## config.mk

```make
export PLATFORM = sky130hd
export DESIGN_NAME = awc_top
export DESIGN_NICKNAME = d
export VERILOG_FILES = /design/src/verilog/awc_pkg.sv /design/src/verilog/awc_amp_unit.sv /design/src/verilog/awc_top.sv /design/src/verilog/awc_window_cmp.sv
export VERILOG_INCLUDE_DIRS = /design/src /design/src/verilog
export SDC_FILE = /design/constraint.sdc
export NUM_CORES = 1
export LEC_CHECK = 0
export BUFFER_PORTS_ARGS = -buffer_cell sky130_fd_sc_hd__buf_4
export CAP_MARGIN = 20
export CORE_ASPECT_RATIO = 0.7
export CORE_UTILIZATION = 35
export CTS_CLUSTER_DIAMETER = 50
export DETAILED_ROUTE_END_ITERATION = 8
export SYNTH_ARGS = -nofsm -noshare
export SYNTH_HDL_FRONTEND = slang
export SYNTH_SLANG_ARGS = --single-unit
```

## constraint.sdc

```tcl
create_clock -name pclk -period 3.38 [get_ports pclk]
set_clock_uncertainty 0.15 [all_clocks]
set_input_delay 0.169 -clock pclk [delete_from_list [all_inputs] [get_ports pclk]]
set_output_delay 0.169 -clock pclk [all_outputs]
set_load 0.05 [all_outputs]
```

## src/verilog/awc_params.svh

```systemverilog
// Purpose: Register map, field positions and reset values of the converter/amplifier control.
// Assumes: APB with 32-bit data, one aligned word per register.
// Notes: Offsets are byte addresses.
// Functional notes
// - Range check select 0: conversion end irq fires only when lower <= result <= upper.
// - With range check select at 1 it fires only for result < lower or result > upper.
// - The snooze enable bit turns snooze-mode conversion on when 1 and leaves it unused when 0.
// - The resolution select bit gives 12-bit results at 0 and 8-bit results at 1.
// - Upper and lower bounds are two separate 8-bit software-writable registers.
// - Internal source select 0: the 5-bit channel code picks external inputs 0-13 and 16-18.
// - Internal source select 1: code 0 routes the temperature sensor, code 1 the reference.
// - Bit 7 of the amplifier control register enables the shared reference current when 1.
// - Each of four unit enable bits stops its unit at 0; at 1 it runs (software mode) or arms.
// - One shared speed mode bit selects low-power low-speed at 0 and high-speed at 1.
// - The event routing register holds a 2-bit field in bits 1:0, upper six bits read zero.
// - Routing 00 gives each unit its own trigger, 01 pairs, 11 all on trigger 0, 10 prohibited.
// - In combined mode an armed unit starts on its event and stops on a conversion end trigger.
`ifndef AWC_PARAMS_SVH
`define AWC_PARAMS_SVH

`define AWC_OFF_CONV_CTRL 12'h000
`define AWC_OFF_UPPER 12'h004
`define AWC_OFF_LOWER 12'h008
`define AWC_OFF_CHANNEL 12'h00c
`define AWC_OFF_AMP_EN 12'h010
`define AWC_OFF_AMP_SPEED 12'h014
`define AWC_OFF_AMP_ROUTE 12'h018
`define AWC_OFF_AMP_TRIG 12'h01c
`define AWC_OFF_IRQ_STATUS 12'h020
`define AWC_OFF_IRQ_MASK 12'h024
`define AWC_OFF_STATE 12'h028

`define AWC_BIT_RANGE 3
`define AWC_BIT_SNOOZE 2
`define AWC_BIT_RES 0
`define AWC_BIT_ISS 7
`define AWC_BIT_IREF 7
`define AWC_BIT_SPEED 7

`define AWC_CONV_CTRL_MASK 8'h0d
`define AWC_CHANNEL_MASK 8'h9f
`define AWC_AMP_EN_MASK 8'h8f
`define AWC_AMP_SPEED_MASK 8'h80
`define AWC_ROUTE_MASK 8'h03
`define AWC_IRQ_MASK_BITS 8'h07

`define AWC_RST_UPPER 8'hff
`define AWC_RST_LOWER 8'h00
`define AWC_RST_CHANNEL 8'h07
`define AWC_RST_ZERO 8'h00

`define AWC_IRQ_CONV 0
`define AWC_IRQ_START 1
`define AWC_IRQ_STOP 2

`endif

```

## src/verilog/awc_pkg.sv

```systemverilog
// Purpose: Types shared by the converter/amplifier control.
// Assumes: Nothing beyond SystemVerilog packages.
// Notes: State codes are one-hot.
`default_nettype none
package awc_pkg;
   typedef enum logic [2:0] {
      AWC_OFF = 3'b001,
      AWC_ARMED = 3'b010,
      AWC_RUN = 3'b100
   } awc_amp_state_t;
   typedef enum logic [1:0] {
      AWC_TM_SW = 2'b00,
      AWC_TM_EVT = 2'b01,
      AWC_TM_BAD = 2'b10,
      AWC_TM_EVT_AD = 2'b11
   } awc_trig_mode_t;
   typedef enum logic [1:0] {
      AWC_RT_OWN = 2'b00,
      AWC_RT_PAIR = 2'b01,
      AWC_RT_BAD = 2'b10,
      AWC_RT_ALL = 2'b11
   } awc_route_t;
endpackage
`default_nettype wire

```

## src/verilog/awc_amp_unit.sv

```systemverilog
// Purpose: Start/stop sequencing of one amplifier unit.
// Assumes: event_trig and conv_end are one-cycle pulses.
// Notes: A prohibited trigger mode keeps the unit stopped.
`timescale 1ns/10ps
`default_nettype none
module awc_amp_unit
   import awc_pkg::*;
(
   input wire logic pclk,
   input wire logic presetn,
   input wire logic unit_enable_bit,
   input wire logic [1:0] trig_mode,
   input wire logic event_trig,
   input wire logic conv_end,
   output logic amp_on,
   output logic started,
   output logic auto_stopped
);
   awc_amp_state_t state, next_state;
   awc_trig_mode_t mode;

   assign mode = awc_trig_mode_t'(trig_mode);

   always_comb begin
      next_state = state;
      case (state)
         AWC_OFF: begin
            if (unit_enable_bit && mode == AWC_TM_SW)
               next_state = AWC_RUN;
            else if (unit_enable_bit && (mode == AWC_TM_EVT || mode == AWC_TM_EVT_AD))
               next_state = AWC_ARMED;
         end
         AWC_ARMED: begin
            if (!unit_enable_bit || mode == AWC_TM_BAD)
               next_state = AWC_OFF;
            else if (mode == AWC_TM_SW || event_trig)
               next_state = AWC_RUN;
         end
         AWC_RUN: begin
            if (!unit_enable_bit || mode == AWC_TM_BAD)
               next_state = AWC_OFF;
            else if (mode == AWC_TM_EVT_AD && conv_end)
               next_state = AWC_ARMED;
         end
         default: next_state = AWC_OFF;
      endcase
   end

   always_ff @(posedge pclk or negedge presetn) begin
      if (!presetn)
         state <= AWC_OFF;
      else
         state <= next_state;
   end

   assign amp_on = state[2];
   assign started = (state == AWC_ARMED) && (next_state == AWC_RUN);
   assign auto_stopped = (state == AWC_RUN) && (next_state == AWC_ARMED);

   disabled_stop_a: assert property (@(posedge pclk) disable iff (!presetn)
      !unit_enable_bit |=> !amp_on)
      else $error("unit runs while its enable is clear");
   event_start_a: assert property (@(posedge pclk) disable iff (!presetn)
      state == AWC_ARMED && unit_enable_bit && event_trig && mode == AWC_TM_EVT_AD |=> amp_on)
      else $error("armed unit did not start on its event");
   conv_stop_a: assert property (@(posedge pclk) disable iff (!presetn)
      amp_on && unit_enable_bit && mode == AWC_TM_EVT_AD && conv_end |=> !amp_on ##1 1)
      else $error("unit did not stop on conversion end");
endmodule // awc_amp_unit
`default_nettype wire

```

## src/verilog/awc_top.sv

```systemverilog
// Purpose: APB register file and control for the converter window check and amplifier units.
// Assumes: Converter and trigger inputs are synchronous to pclk; conv_done is a one-cycle pulse.
// Notes: Every access answers with pready in its first access cycle.
`timescale 1ns/10ps
`default_nettype none
`include "awc_params.svh"
module awc_top
   import awc_pkg::*;
#(
   parameter int ADDR_W = 12,
   parameter int UNITS = 4
)
(
   input wire logic pclk,
   input wire logic presetn,
   input wire logic psel,
   input wire logic penable,
   input wire logic pwrite,
   input wire logic [ADDR_W-1:0] paddr,
   input wire logic [31:0] pwdata,
   input wire logic [3:0] pstrb,
   output logic [31:0] prdata,
   output logic pready,
   output logic pslverr,
   input wire logic conv_done,
   input wire logic [11:0] conversion_result,
   input wire logic [UNITS-1:0] amp_event_trig,
   output logic conversion_end_irq,
   output logic irq,
   output logic snooze_enable,
   output logic resolution_select,
   output logic internal_source_select,
   output logic [4:0] adc_channel,
   output logic ref_current_enable,
   output logic speed_mode_bit,
   output logic [UNITS-1:0] amp_on
);
   logic [7:0] conv_ctrl;
   logic [7:0] result_upper_bound;
   logic [7:0] result_lower_bound;
   logic [7:0] input_channel_select;
   logic [7:0] amplifier_enable_control;
   logic [7:0] amplifier_speed_mode;
   logic [7:0] amplifier_event_routing;
   logic [7:0] amp_trigger_mode_control;
   logic [7:0] irq_status;
   logic [7:0] irq_mask;
   logic [UNITS-1:0] amp_run;
   logic [UNITS-1:0] unit_started;
   logic [UNITS-1:0] unit_stopped;
   logic [UNITS-1:0] routed_trig;
   logic window_hit;
   logic conv_event;
   logic setup;
   logic wr_access;
   logic [ADDR_W-1:0] word_addr;
   logic mapped;
   logic [7:0] rd_byte;
   logic [7:0] wr_byte;
   logic [7:0] irq_set;
   logic [7:0] irq_clr;
   logic [7:0] next_irq_status;

   // Register address decode used by both read and write paths
   function automatic logic hit(input logic [ADDR_W-1:0] a, input logic [11:0] off);
      hit = (a == off[ADDR_W-1:0]);
   endfunction

   // A channel code is legal only if it is one of the listed inputs
   function automatic logic channel_legal(input logic [7:0] sel);
      if (sel[`AWC_BIT_ISS])
         channel_legal = (sel[4:0] == 5'h00) || (sel[4:0] == 5'h01);
      else
         channel_legal = (sel[4:0] <= 5'h0d) || ((sel[4:0] >= 5'h10) && (sel[4:0] <= 5'h12));
   endfunction

   // Trigger bit feeding a given unit under a routing code
   function automatic logic route_trig(input logic [1:0] code, input int unit,
                                       input logic [UNITS-1:0] trig);
      awc_route_t rt;
      rt = awc_route_t'(code);
      case (rt)
         AWC_RT_OWN: route_trig = trig[unit];
         AWC_RT_PAIR: route_trig = trig[unit / 2];
         AWC_RT_ALL: route_trig = trig[0];
         default: route_trig = 1'b0;
      endcase
   endfunction

   // APB decode: word-aligned address, write lane 0 carries the 8-bit register data
   assign setup = psel && !penable;
   assign wr_access = psel && penable && pready && pwrite;
   assign word_addr = {paddr[ADDR_W-1:2], 2'b00};
   assign wr_byte = pwdata[7:0];
   assign mapped = hit(word_addr, `AWC_OFF_CONV_CTRL) || hit(word_addr, `AWC_OFF_UPPER)
                   || hit(word_addr, `AWC_OFF_LOWER) || hit(word_addr, `AWC_OFF_CHANNEL)
                   || hit(word_addr, `AWC_OFF_AMP_EN) || hit(word_addr, `AWC_OFF_AMP_SPEED)
                   || hit(word_addr, `AWC_OFF_AMP_ROUTE) || hit(word_addr, `AWC_OFF_AMP_TRIG)
                   || hit(word_addr, `AWC_OFF_IRQ_STATUS) || hit(word_addr, `AWC_OFF_IRQ_MASK)
                   || hit(word_addr, `AWC_OFF_STATE);

   assign rd_byte = hit(word_addr, `AWC_OFF_CONV_CTRL) ? conv_ctrl :
                    hit(word_addr, `AWC_OFF_UPPER) ? result_upper_bound :
                    hit(word_addr, `AWC_OFF_LOWER) ? result_lower_bound :
                    hit(word_addr, `AWC_OFF_CHANNEL) ? input_channel_select :
                    hit(word_addr, `AWC_OFF_AMP_EN) ? amplifier_enable_control :
                    hit(word_addr, `AWC_OFF_AMP_SPEED) ? amplifier_speed_mode :
                    hit(word_addr, `AWC_OFF_AMP_ROUTE) ? amplifier_event_routing :
                    hit(word_addr, `AWC_OFF_AMP_TRIG) ? amp_trigger_mode_control :
                    hit(word_addr, `AWC_OFF_IRQ_STATUS) ? irq_status :
                    hit(word_addr, `AWC_OFF_IRQ_MASK) ? irq_mask :
                    hit(word_addr, `AWC_OFF_STATE) ?
                       {3'b000, !channel_legal(input_channel_select), amp_run[3:0]} :
                    `AWC_RST_ZERO;

   // Zero-wait slave: pready rises in the first access cycle
   always_ff @(posedge pclk or negedge presetn) begin
      if (!presetn) begin
         pready <= 1'b0;
         pslverr <= 1'b0;
         prdata <= 32'h0000_0000;
      end else begin
         pready <= setup;
         pslverr <= setup && !mapped;
         prdata <= (setup && !pwrite) ? {24'h00_0000, rd_byte} : 32'h0000_0000;
      end
   end

   always_ff @(posedge pclk or negedge presetn) begin
      if (!presetn) begin
         conv_ctrl <= `AWC_RST_ZERO;
         result_upper_bound <= `AWC_RST_UPPER;
         result_lower_bound <= `AWC_RST_LOWER;
         input_channel_select <= `AWC_RST_CHANNEL;
         amplifier_enable_control <= `AWC_RST_ZERO;
         amplifier_speed_mode <= `AWC_RST_ZERO;
         amplifier_event_routing <= `AWC_RST_ZERO;
         amp_trigger_mode_control <= `AWC_RST_ZERO;
         irq_mask <= `AWC_RST_ZERO;
      end else if (wr_access && pstrb[0]) begin
         if (hit(word_addr, `AWC_OFF_CONV_CTRL))
            conv_ctrl <= wr_byte & `AWC_CONV_CTRL_MASK;
         if (hit(word_addr, `AWC_OFF_UPPER))
            result_upper_bound <= wr_byte;
         if (hit(word_addr, `AWC_OFF_LOWER))
            result_lower_bound <= wr_byte;
         if (hit(word_addr, `AWC_OFF_CHANNEL))
            input_channel_select <= wr_byte & `AWC_CHANNEL_MASK;
         if (hit(word_addr, `AWC_OFF_AMP_EN))
            amplifier_enable_control <= wr_byte & `AWC_AMP_EN_MASK;
         if (hit(word_addr, `AWC_OFF_AMP_SPEED))
            amplifier_speed_mode <= wr_byte & `AWC_AMP_SPEED_MASK;
         if (hit(word_addr, `AWC_OFF_AMP_ROUTE))
            amplifier_event_routing <= wr_byte & `AWC_ROUTE_MASK;
         if (hit(word_addr, `AWC_OFF_AMP_TRIG))
            amp_trigger_mode_control <= wr_byte;
         if (hit(word_addr, `AWC_OFF_IRQ_MASK))
            irq_mask <= wr_byte & `AWC_IRQ_MASK_BITS;
      end
   end

   awc_window_cmp u_window (
      .pclk(pclk),
      .presetn(presetn),
      .conversion_result(conversion_result),
      .resolution_select(conv_ctrl[`AWC_BIT_RES]),
      .range_check_select(conv_ctrl[`AWC_BIT_RANGE]),
      .upper(result_upper_bound),
      .lower(result_lower_bound),
      .window_hit(window_hit)
   );

   assign conv_event = conv_done && window_hit;

   genvar g;
   generate
      for (g = 0; g < UNITS; g++) begin : g_unit
         assign routed_trig[g] = route_trig(amplifier_event_routing[1:0], g, amp_event_trig);
         awc_amp_unit u_amp (
            .pclk(pclk),
            .presetn(presetn),
            .unit_enable_bit(amplifier_enable_control[g]),
            .trig_mode(amp_trigger_mode_control[2*g+1:2*g]),
            .event_trig(routed_trig[g]),
            .conv_end(conv_event),
            .amp_on(amp_run[g]),
            .started(unit_started[g]),
            .auto_stopped(unit_stopped[g])
         );
      end
   endgenerate

   // Sticky status: a set in the same cycle as a write-one clear wins
   assign irq_set = {5'b00000, |unit_stopped, |unit_started, conv_event};
   assign irq_clr = (wr_access && pstrb[0] && hit(word_addr, `AWC_OFF_IRQ_STATUS)) ?
                    (wr_byte & `AWC_IRQ_MASK_BITS) : `AWC_RST_ZERO;
   assign next_irq_status = (irq_status & ~irq_clr) | irq_set;

   always_ff @(posedge pclk or negedge presetn) begin
      if (!presetn) begin
         irq_status <= `AWC_RST_ZERO;
         irq <= 1'b0;
         conversion_end_irq <= 1'b0;
      end else begin
         irq_status <= next_irq_status;
         irq <= |(next_irq_status & irq_mask);
         conversion_end_irq <= conv_event;
      end
   end

   // Control outputs registered so the analog side sees glitch-free levels
   always_ff @(posedge pclk or negedge presetn) begin
      if (!presetn) begin
         snooze_enable <= 1'b0;
         resolution_select <= 1'b0;
         internal_source_select <= 1'b0;
         adc_channel <= 5'(`AWC_RST_CHANNEL);
         ref_current_enable <= 1'b0;
         speed_mode_bit <= 1'b0;
         amp_on <= '0;
      end else begin
         snooze_enable <= conv_ctrl[`AWC_BIT_SNOOZE];
         resolution_select <= conv_ctrl[`AWC_BIT_RES];
         internal_source_select <= input_channel_select[`AWC_BIT_ISS];
         adc_channel <= input_channel_select[4:0];
         ref_current_enable <= amplifier_enable_control[`AWC_BIT_IREF];
         speed_mode_bit <= amplifier_speed_mode[`AWC_BIT_SPEED];
         amp_on <= amp_run;
      end
   end

   conv_irq_gate_a: assert property (@(posedge pclk) disable iff (!presetn)
      conversion_end_irq |-> $past(conv_done) && $past(window_hit))
      else $error("conversion end irq without a window hit");
   route_bits_a: assert property (@(posedge pclk) disable iff (!presetn)
      amplifier_event_routing[7:2] == 6'b000000)
      else $error("routing register upper bits not zero");
   route_pair_a: assert property (@(posedge pclk) disable iff (!presetn)
      amplifier_event_routing[1:0] == 2'b01 |-> routed_trig[3] == amp_event_trig[1])
      else $error("paired routing wrong for unit 3");
   route_bad_a: assert property (@(posedge pclk) disable iff (!presetn)
      amplifier_event_routing[1:0] == 2'b10 |-> routed_trig == '0)
      else $error("prohibited routing passed a trigger");
   iref_follow_a: assert property (@(posedge pclk) disable iff (!presetn)
      ##1 ref_current_enable == $past(amplifier_enable_control[`AWC_BIT_IREF]))
      else $error("reference current does not follow its bit");
   snooze_follow_a: assert property (@(posedge pclk) disable iff (!presetn)
      ##1 snooze_enable == $past(conv_ctrl[`AWC_BIT_SNOOZE]))
      else $error("snooze enable does not follow its bit");
   speed_follow_a: assert property (@(posedge pclk) disable iff (!presetn)
      ##1 speed_mode_bit == $past(amplifier_speed_mode[`AWC_BIT_SPEED]))
      else $error("speed mode does not follow its bit");
   bound_write_a: assert property (@(posedge pclk) disable iff (!presetn)
      wr_access && pstrb[0] && hit(word_addr, `AWC_OFF_UPPER) |=>
         result_upper_bound == $past(pwdata[7:0]))
      else $error("upper bound write lost");
   apb_ready_a: assert property (@(posedge pclk) disable iff (!presetn)
      psel && !penable |=> pready ##1 !pready)
      else $error("pready not a single access cycle");
endmodule // awc_top
`default_nettype wire

```

## src/verilog/awc_window_cmp.sv

```systemverilog
// Purpose: Window comparison of a conversion result against the 8-bit bounds.
// Assumes: A 12-bit result is compared on its upper 8 bits, an 8-bit one on bits 7:0.
// Notes: Purely combinational; the clock only serves the checks.
`timescale 1ns/10ps
`default_nettype none
module awc_window_cmp
   import awc_pkg::*;
(
   input wire logic pclk,
   input wire logic presetn,
   input wire logic [11:0] conversion_result,
   input wire logic resolution_select,
   input wire logic range_check_select,
   input wire logic [7:0] upper,
   input wire logic [7:0] lower,
   output logic window_hit
);
   logic [7:0] value;
   logic below_window;
   logic above_window;
   logic inside_window;

   assign value = resolution_select ? conversion_result[7:0] : conversion_result[11:4];
   assign below_window = value < lower;
   assign above_window = value > upper;
   assign inside_window = !below_window && !above_window;
   assign window_hit = range_check_select ? (below_window || above_window) : inside_window;

   // Checks work from the raw result so a wrong byte select is caught too
   inside_hit_a: assert property (@(posedge pclk) disable iff (!presetn)
      !range_check_select && (resolution_select ?
         (conversion_result[7:0] >= lower && conversion_result[7:0] <= upper) :
         (conversion_result[11:4] >= lower && conversion_result[11:4] <= upper)) |-> window_hit)
      else $error("inside value did not hit");
   outside_hit_a: assert property (@(posedge pclk) disable iff (!presetn)
      range_check_select && window_hit |-> (resolution_select ?
         (conversion_result[7:0] < lower || conversion_result[7:0] > upper) :
         (conversion_result[11:4] < lower || conversion_result[11:4] > upper)))
      else $error("outside hit on a value within bounds");
endmodule // awc_window_cmp
`default_nettype wire
```

==> results.json, run 1 <==
{
  "synthTopCellsByArea": "dfrtp_1 36%, mux2_2 11%, dfstp_2 10%, buf_4 4.0%, ha_1 4.0%",
  "htree_levels": 3,
  "reg2reg_depth": 9,
  "synth-edff-count": 0,
  "p_leak_nw": 2.58,
  "die_h_um": 98.7,
  "whs_ps": 4.42,
  "gp_congestion": 0.937,
  "postRouteAntennaNets": 0,
  "min_period_over_period": 0.936,
  "cts-root-buf": "clkbuf_16",
  "regToRegEndpoint": "irq",
  "start_kind": "register",
  "maxCapViolCount": 0,
  "synth.ff_latch_count": 85,
  "r2r_setup_slack_ps": 220,
  "rsz0062_at_grt": "false",
  "outcome": "complete, no violations",
  "switching_share": 0.246,
  "synthFlopType": "dfrtp_1",
  "finalHoldViolCount": 0,
  "clock_latency_ps": 340,
  "p_per_area_nw_per_um2": 402,
  "p_comb_frac": 0.095,
  "dp.cells": 665,
  "p_switching_uw": 561,
  "dp_hpwl_um": 9440,
  "syn_avg_cell_area_um2": 10.6,
  "synth-seq-area-share": 0.459,
  "power.internal_mw": 1.72,
  "die_w_um": 140,
  "end_kind": "register",
  "hold_class": "input port to register",
  "setup_tns_ps": 0,
  "cp_max_fo": 12,
  "cts_tree": "done",
  "antenna_found_initial": 0,
  "diodes": 0,
  "nets": 607,
  "path_class": "register to register",
  "rr_startpoint": "conv_ctrl[0]",
  "cp.required_ps": 3450,
  "worst-endpoint-arrival_ps": 3230,
  "ioPinCount": 120,
  "grt_pass1_wl_um": 19700,
  "yosys-top-cells-count": "67 x dfrtp_1, 45 x mux2_2, 36 x nor2_1, 26 x inv_1, 25 x buf_4",
  "cts_setup_buffers": 0,
  "p_seq_frac": 0.448,
  "synthArstFlopShare": 1.00,
  "die_area_um2": 13800,
  "hold_end": "pslverr",
  "yosysMostFrequentCell": "dfrtp_1",
  "pwr-share-clk": 0.457,
  "hold_path_depth": 3,
  "num_rows": 34,
  "yosysTopAreaCellShare": 0.358,
  "synth_cells": 443,
  "final_max_slew_viol_count": 0,
  "instances_no_fill": 689,
  "dr.pass1.iters": 7,
  "core-area_um2": 12700,
  "cp-startpoint": "conv_ctrl[0]",
  "clock_path_buffers": 2,
  "relSlewSlack": 0.447,
  "cts_buffers": 9,
  "yosys_warnings": 0,
  "first_iter_violations": 315,
  "grt_overflow": 0,
  "wl_per_cell_um": 18.0,
  "cts.sinks": 85,
  "drive_above_1_share": 0.319,
  "grt_pass1_vias": 3556,
  "grt_util_all_layers": 0.188,
  "start_util": 0.368,
  "min_from": "penable",
  "power_mw": 2.28,
  "vias": 3749,
  "drt_wl_total_um": 12400,
  "grt_max_degree": 49,
  "synthDistinctLibCells": 59,
  "post-route-drc-count": 0,
  "tightest_slew_ps": 827,
  "clk_pin_slew_ps": 60,
  "port_buffers": 66,
  "period_needed_ps": 3160,
  "setup_violations": 0,
  "drt-vias-per-instance": 5.44,
  "yosysTopAreaCell": "dfrtp_1",
  "syn_area_um2": 4680,
  "fmax_mhz": 316,
  "peakVddDrop_mv": 0.240,
  "area_growth_syn_to_layout_pct": 21.3,
  "post_cts_resized": 0
}
-- through the flow --
step           setup slack (ps)   util  area, µm²
2_1_floorplan               675      -       4770
3_3_place_gp                336  0.415       5280
3_5_place_dp                288  0.415       5280
4_1_cts                     271  0.446       5680
5_1_grt                    63.1  0.446       5680
6_report                    217  0.446       5680
-- worst max-delay path, stage by stage (launching register included) --
cell	delay, ps
dfrtp_1	620
mux2_2	430
ha_1	310
nand4_1	150
nor2_1	210
a21oi_1	80
a211oi_1	410
mux2i_1	130
buf_4	200
a221o_1	340
-- cell type report --
type,count,area (µm²)
tap,162,203
sequential,85,2150
clock buffer,12,267
clock inverter,4,55.1
timing repair buffer,79,613
inverter,26,97.6
multi-input combinational,321,2290
fill,1188,7040
-- kinds of logic after synthesis --
kind of cell | synth area share
mux | 0.145
simple gates | 0.148
other cells | 0.000801
xor+xnor | 0.00562
fa+ha+maj | 0.0401
compound gates | 0.132
flops | 0.459
buf+inv | 0.0690
-- metal layers --
metal	global-route usage	up-vias	share of wire
met3	0.0520	13	0.080
li1	-	1725	-
met5	0	-	0
met4	0.0533	0	0.011
met2	0.260	161	0.42
met1	0.284	1850	0.49
-- flip-flops by register name, indices dropped and copies added, names as in the netlist, 2 cells and up --
register and count:
result_upper_bound 8, irq_mask 3, conv_ctrl 3, irq_status 3, prdata 8, adc_channel 5
input_channel_select 6, amplifier_event_routing 2, amp_trigger_mode_control 8, amplifier_enable_control 5, result_lower_bound 8, amp_on 4
g_unit.u_amp.state 12
-- placed cells by master (no fill, tap or decap), drive strengths merged, types with 15 or more instances in the layout --
cell type  count
inv           26
buf           71
conb          24
ha            15
dfstp         18
mux2          51
nand2b        17
nor2          38
nand2         25
o21ai         20
dfrtp         67
-- timing repair --
item | 4_1_cts | 5_1_grt
hold buffers | 8 | 0
setup endpoints to repair | 0 | 0
endpoints found under the hold margin | 59 | 0
-- power groups by stage --
| stage | clock (mW) | sequential, mW | combinational (mW) |
|---|---|---|---|
| finish | 1.04 | 1.02 | 0.217 |
| global route | 1.11 | 1.02 | 0.236 |
| CTS | 1.06 | 1.02 | 0.218 |
| detailed placement | 0 | 1.04 | 0.210 |
| global placement | 0 | 1.04 | 0.206 |
| floorplan | 0 | 1.05 | 0.132 |
-- worst max-delay path by stage --
stage                               endpoint  cells past startpoint
floorplan           g_unit[2].u_amp.state[2]                     10
global placement                         irq                      9
detailed placement                       irq                      9
CTS                                      irq                      9
global route                             irq                      9
finish                                   irq                      9
Note: power is estimated with default switching activity, not from simulation.
==> run 2: changes to the inputs <==
--- a/config.mk
+++ b/config.mk
@@ -12,6 +12,7 @@
 export CORE_UTILIZATION = 35
 export CTS_CLUSTER_DIAMETER = 50
 export DETAILED_ROUTE_END_ITERATION = 8
+export RECOVER_POWER = 25
 export SYNTH_ARGS = -nofsm -noshare
 export SYNTH_HDL_FRONTEND = slang
 export SYNTH_SLANG_ARGS = --single-unit
==> results.json, run 2 (synthesis gave the netlist of run 1 again) <==
{
  "outcome": "complete, no violations",
  "postRouteAntennaNets": 0,
  "cts_setup_buffers": 0,
  "maxCapViolCount": 0,
  "p_leak_nw": 2.58,
  "core-area_um2": 12700,
  "clk_pin_slew_ps": 60,
  "nets": 607,
  "final_common_cell": "buf_4",
  "setup_tns_ps": 0,
  "wl_per_cell_um": 18.0,
  "start_util": 0.368,
  "antenna_found_initial": 0,
  "clock_path_buffers": 2,
  "fin_util": 0.446,
  "grt_pass1_wl_um": 19700,
  "grt_util_all_layers": 0.188,
  "cts_buffers": 9,
  "p_seq_frac": 0.448,
  "post_cts_resized": 0,
  "post-route-drc-count": 0,
  "area_growth_syn_to_layout_pct": 21.3,
  "start_kind": "register",
  "die_h_um": 98.7,
  "grt_max_degree": 49,
  "rsz0062_at_grt": "false",
  "final_cell_mix": "70 x buf_4, 67 x dfrtp_1, 45 x mux2_2",
  "drt-vias-per-instance": 5.43,
  "hold_class": "input port to register",
  "relSlewSlack": 0.165,
  "cts.sinks": 85,
  "p_per_area_nw_per_um2": 402,
  "path_class": "register to register",
  "hold_path_depth": 3,
  "die_area_um2": 13800,
  "cts-root-buf": "clkbuf_16",
  "tightest_slew_ps": 1250,
  "peakVddDrop_mv": 0.240,
  "fill_cells": 1189,
  "diodes": 0,
  "whs_ps": 4.98,
  "p_comb_frac": 0.095,
  "multiInputGateArea_um2": 2290,
  "dr.pass1.iters": 5,
  "period_needed_ps": 3160,
  "drt_wl_total_um": 12400,
  "top_register": "g_unit.u_amp.state",
  "worst-endpoint-arrival_ps": 3230,
  "pwr-share-clk": 0.458,
  "num_rows": 34,
  "ioPinCount": 120,
  "end_kind": "register",
  "grt_pass1_vias": 3556,
  "gp_congestion": 0.937,
  "cp.required_ps": 3450,
  "final_max_slew_viol_count": 0,
  "first_iter_violations": 317,
  "largest_register_ffs": 12,
  "vias": 3744,
  "register_area_um2": 2150,
  "power.internal_mw": 1.72,
  "htree_levels": 3,
  "setup_violations": 0,
  "switching_share": 0.246,
  "fmax_mhz": 317,
  "die_w_um": 140,
  "cp_max_fo": 12,
  "grt_overflow": 0,
  "clock_latency_ps": 340,
  "p_switching_uw": 562,
  "finalHoldViolCount": 0,
  "dp_hpwl_um": 9440,
  "min_period_over_period": 0.935,
  "drive_above_1_share": 0.313,
  "cts_tree": "done",
  "hold_buffers": 8,
  "reg2reg_depth": 9,
  "port_buffers": 66
}
[run 2: path summary, 6_finish.rpt]
kind / from / endpoint / slack (ps)
min in group asynchronous: presetn / prdata[3] / 480
max reg2reg: conv_ctrl[0] / irq / 220
min reg2reg: amplifier_enable_control[7] / ref_current_enable / 270
max in group asynchronous: presetn / adc_channel[2] / 1570
max: conv_ctrl[0] / irq / 220
min: penable / pslverr / 5
[run 2: layer usage]
layer / up-vias / part of all wire / wire [µm] / GRT usage
met1: 1846 / 0.50 / 6150 / 0.284
li1: 1723 / - / - / -
met3: 13 / 0.074 / 921 / 0.0520
met5: - / 0 / 0 / 0
met4: 0 / 0.011 / 140 / 0.0533
met2: 162 / 0.42 / 5200 / 0.260
[run 2: power groups by stage]
stage                     Combinational (mW)  Sequential [mW]  Clock (mW)
after floorplan                        0.132             1.05           0
after global placement                 0.206             1.04           0
after detailed placement               0.210             1.04           0
after CTS                              0.218             1.02        1.06
after global routing                   0.235             1.02        1.11
final                                  0.217             1.02        1.05
[run 2: stage by stage]
stage | total power, mW | area (µm²) | worst slack [ps] | std cells
floorplan | 1.18 | 4770 | 675 | 466
global placement | 1.25 | 5280 | 336 | 665
detailed placement | 1.25 | 5280 | 288 | 665
CTS | 2.30 | 5680 | 271 | 689
global route | 2.37 | 5680 | 63.1 | 689
finish | 2.28 | 5680 | 221 | 689
[run 2: final cells by class]
type,instances,share of cell area
clock buffer,12,0.0470
clock inverter,4,0.00970
inverter,26,0.0172
multi-input combinational,321,0.404
sequential,85,0.379
tap,162,0.0357
timing repair buffer,79,0.108
[run 2: worst max-delay path, stage by stage (launching register included)]
cell and delay [ps]:
dfrtp_1 620, mux2_2 430, ha_1 310, nand4_1 150
nor2_1 200, a21oi_1 70, a211oi_1 410, mux2i_1 130
buf_4 200, a221o_1 340
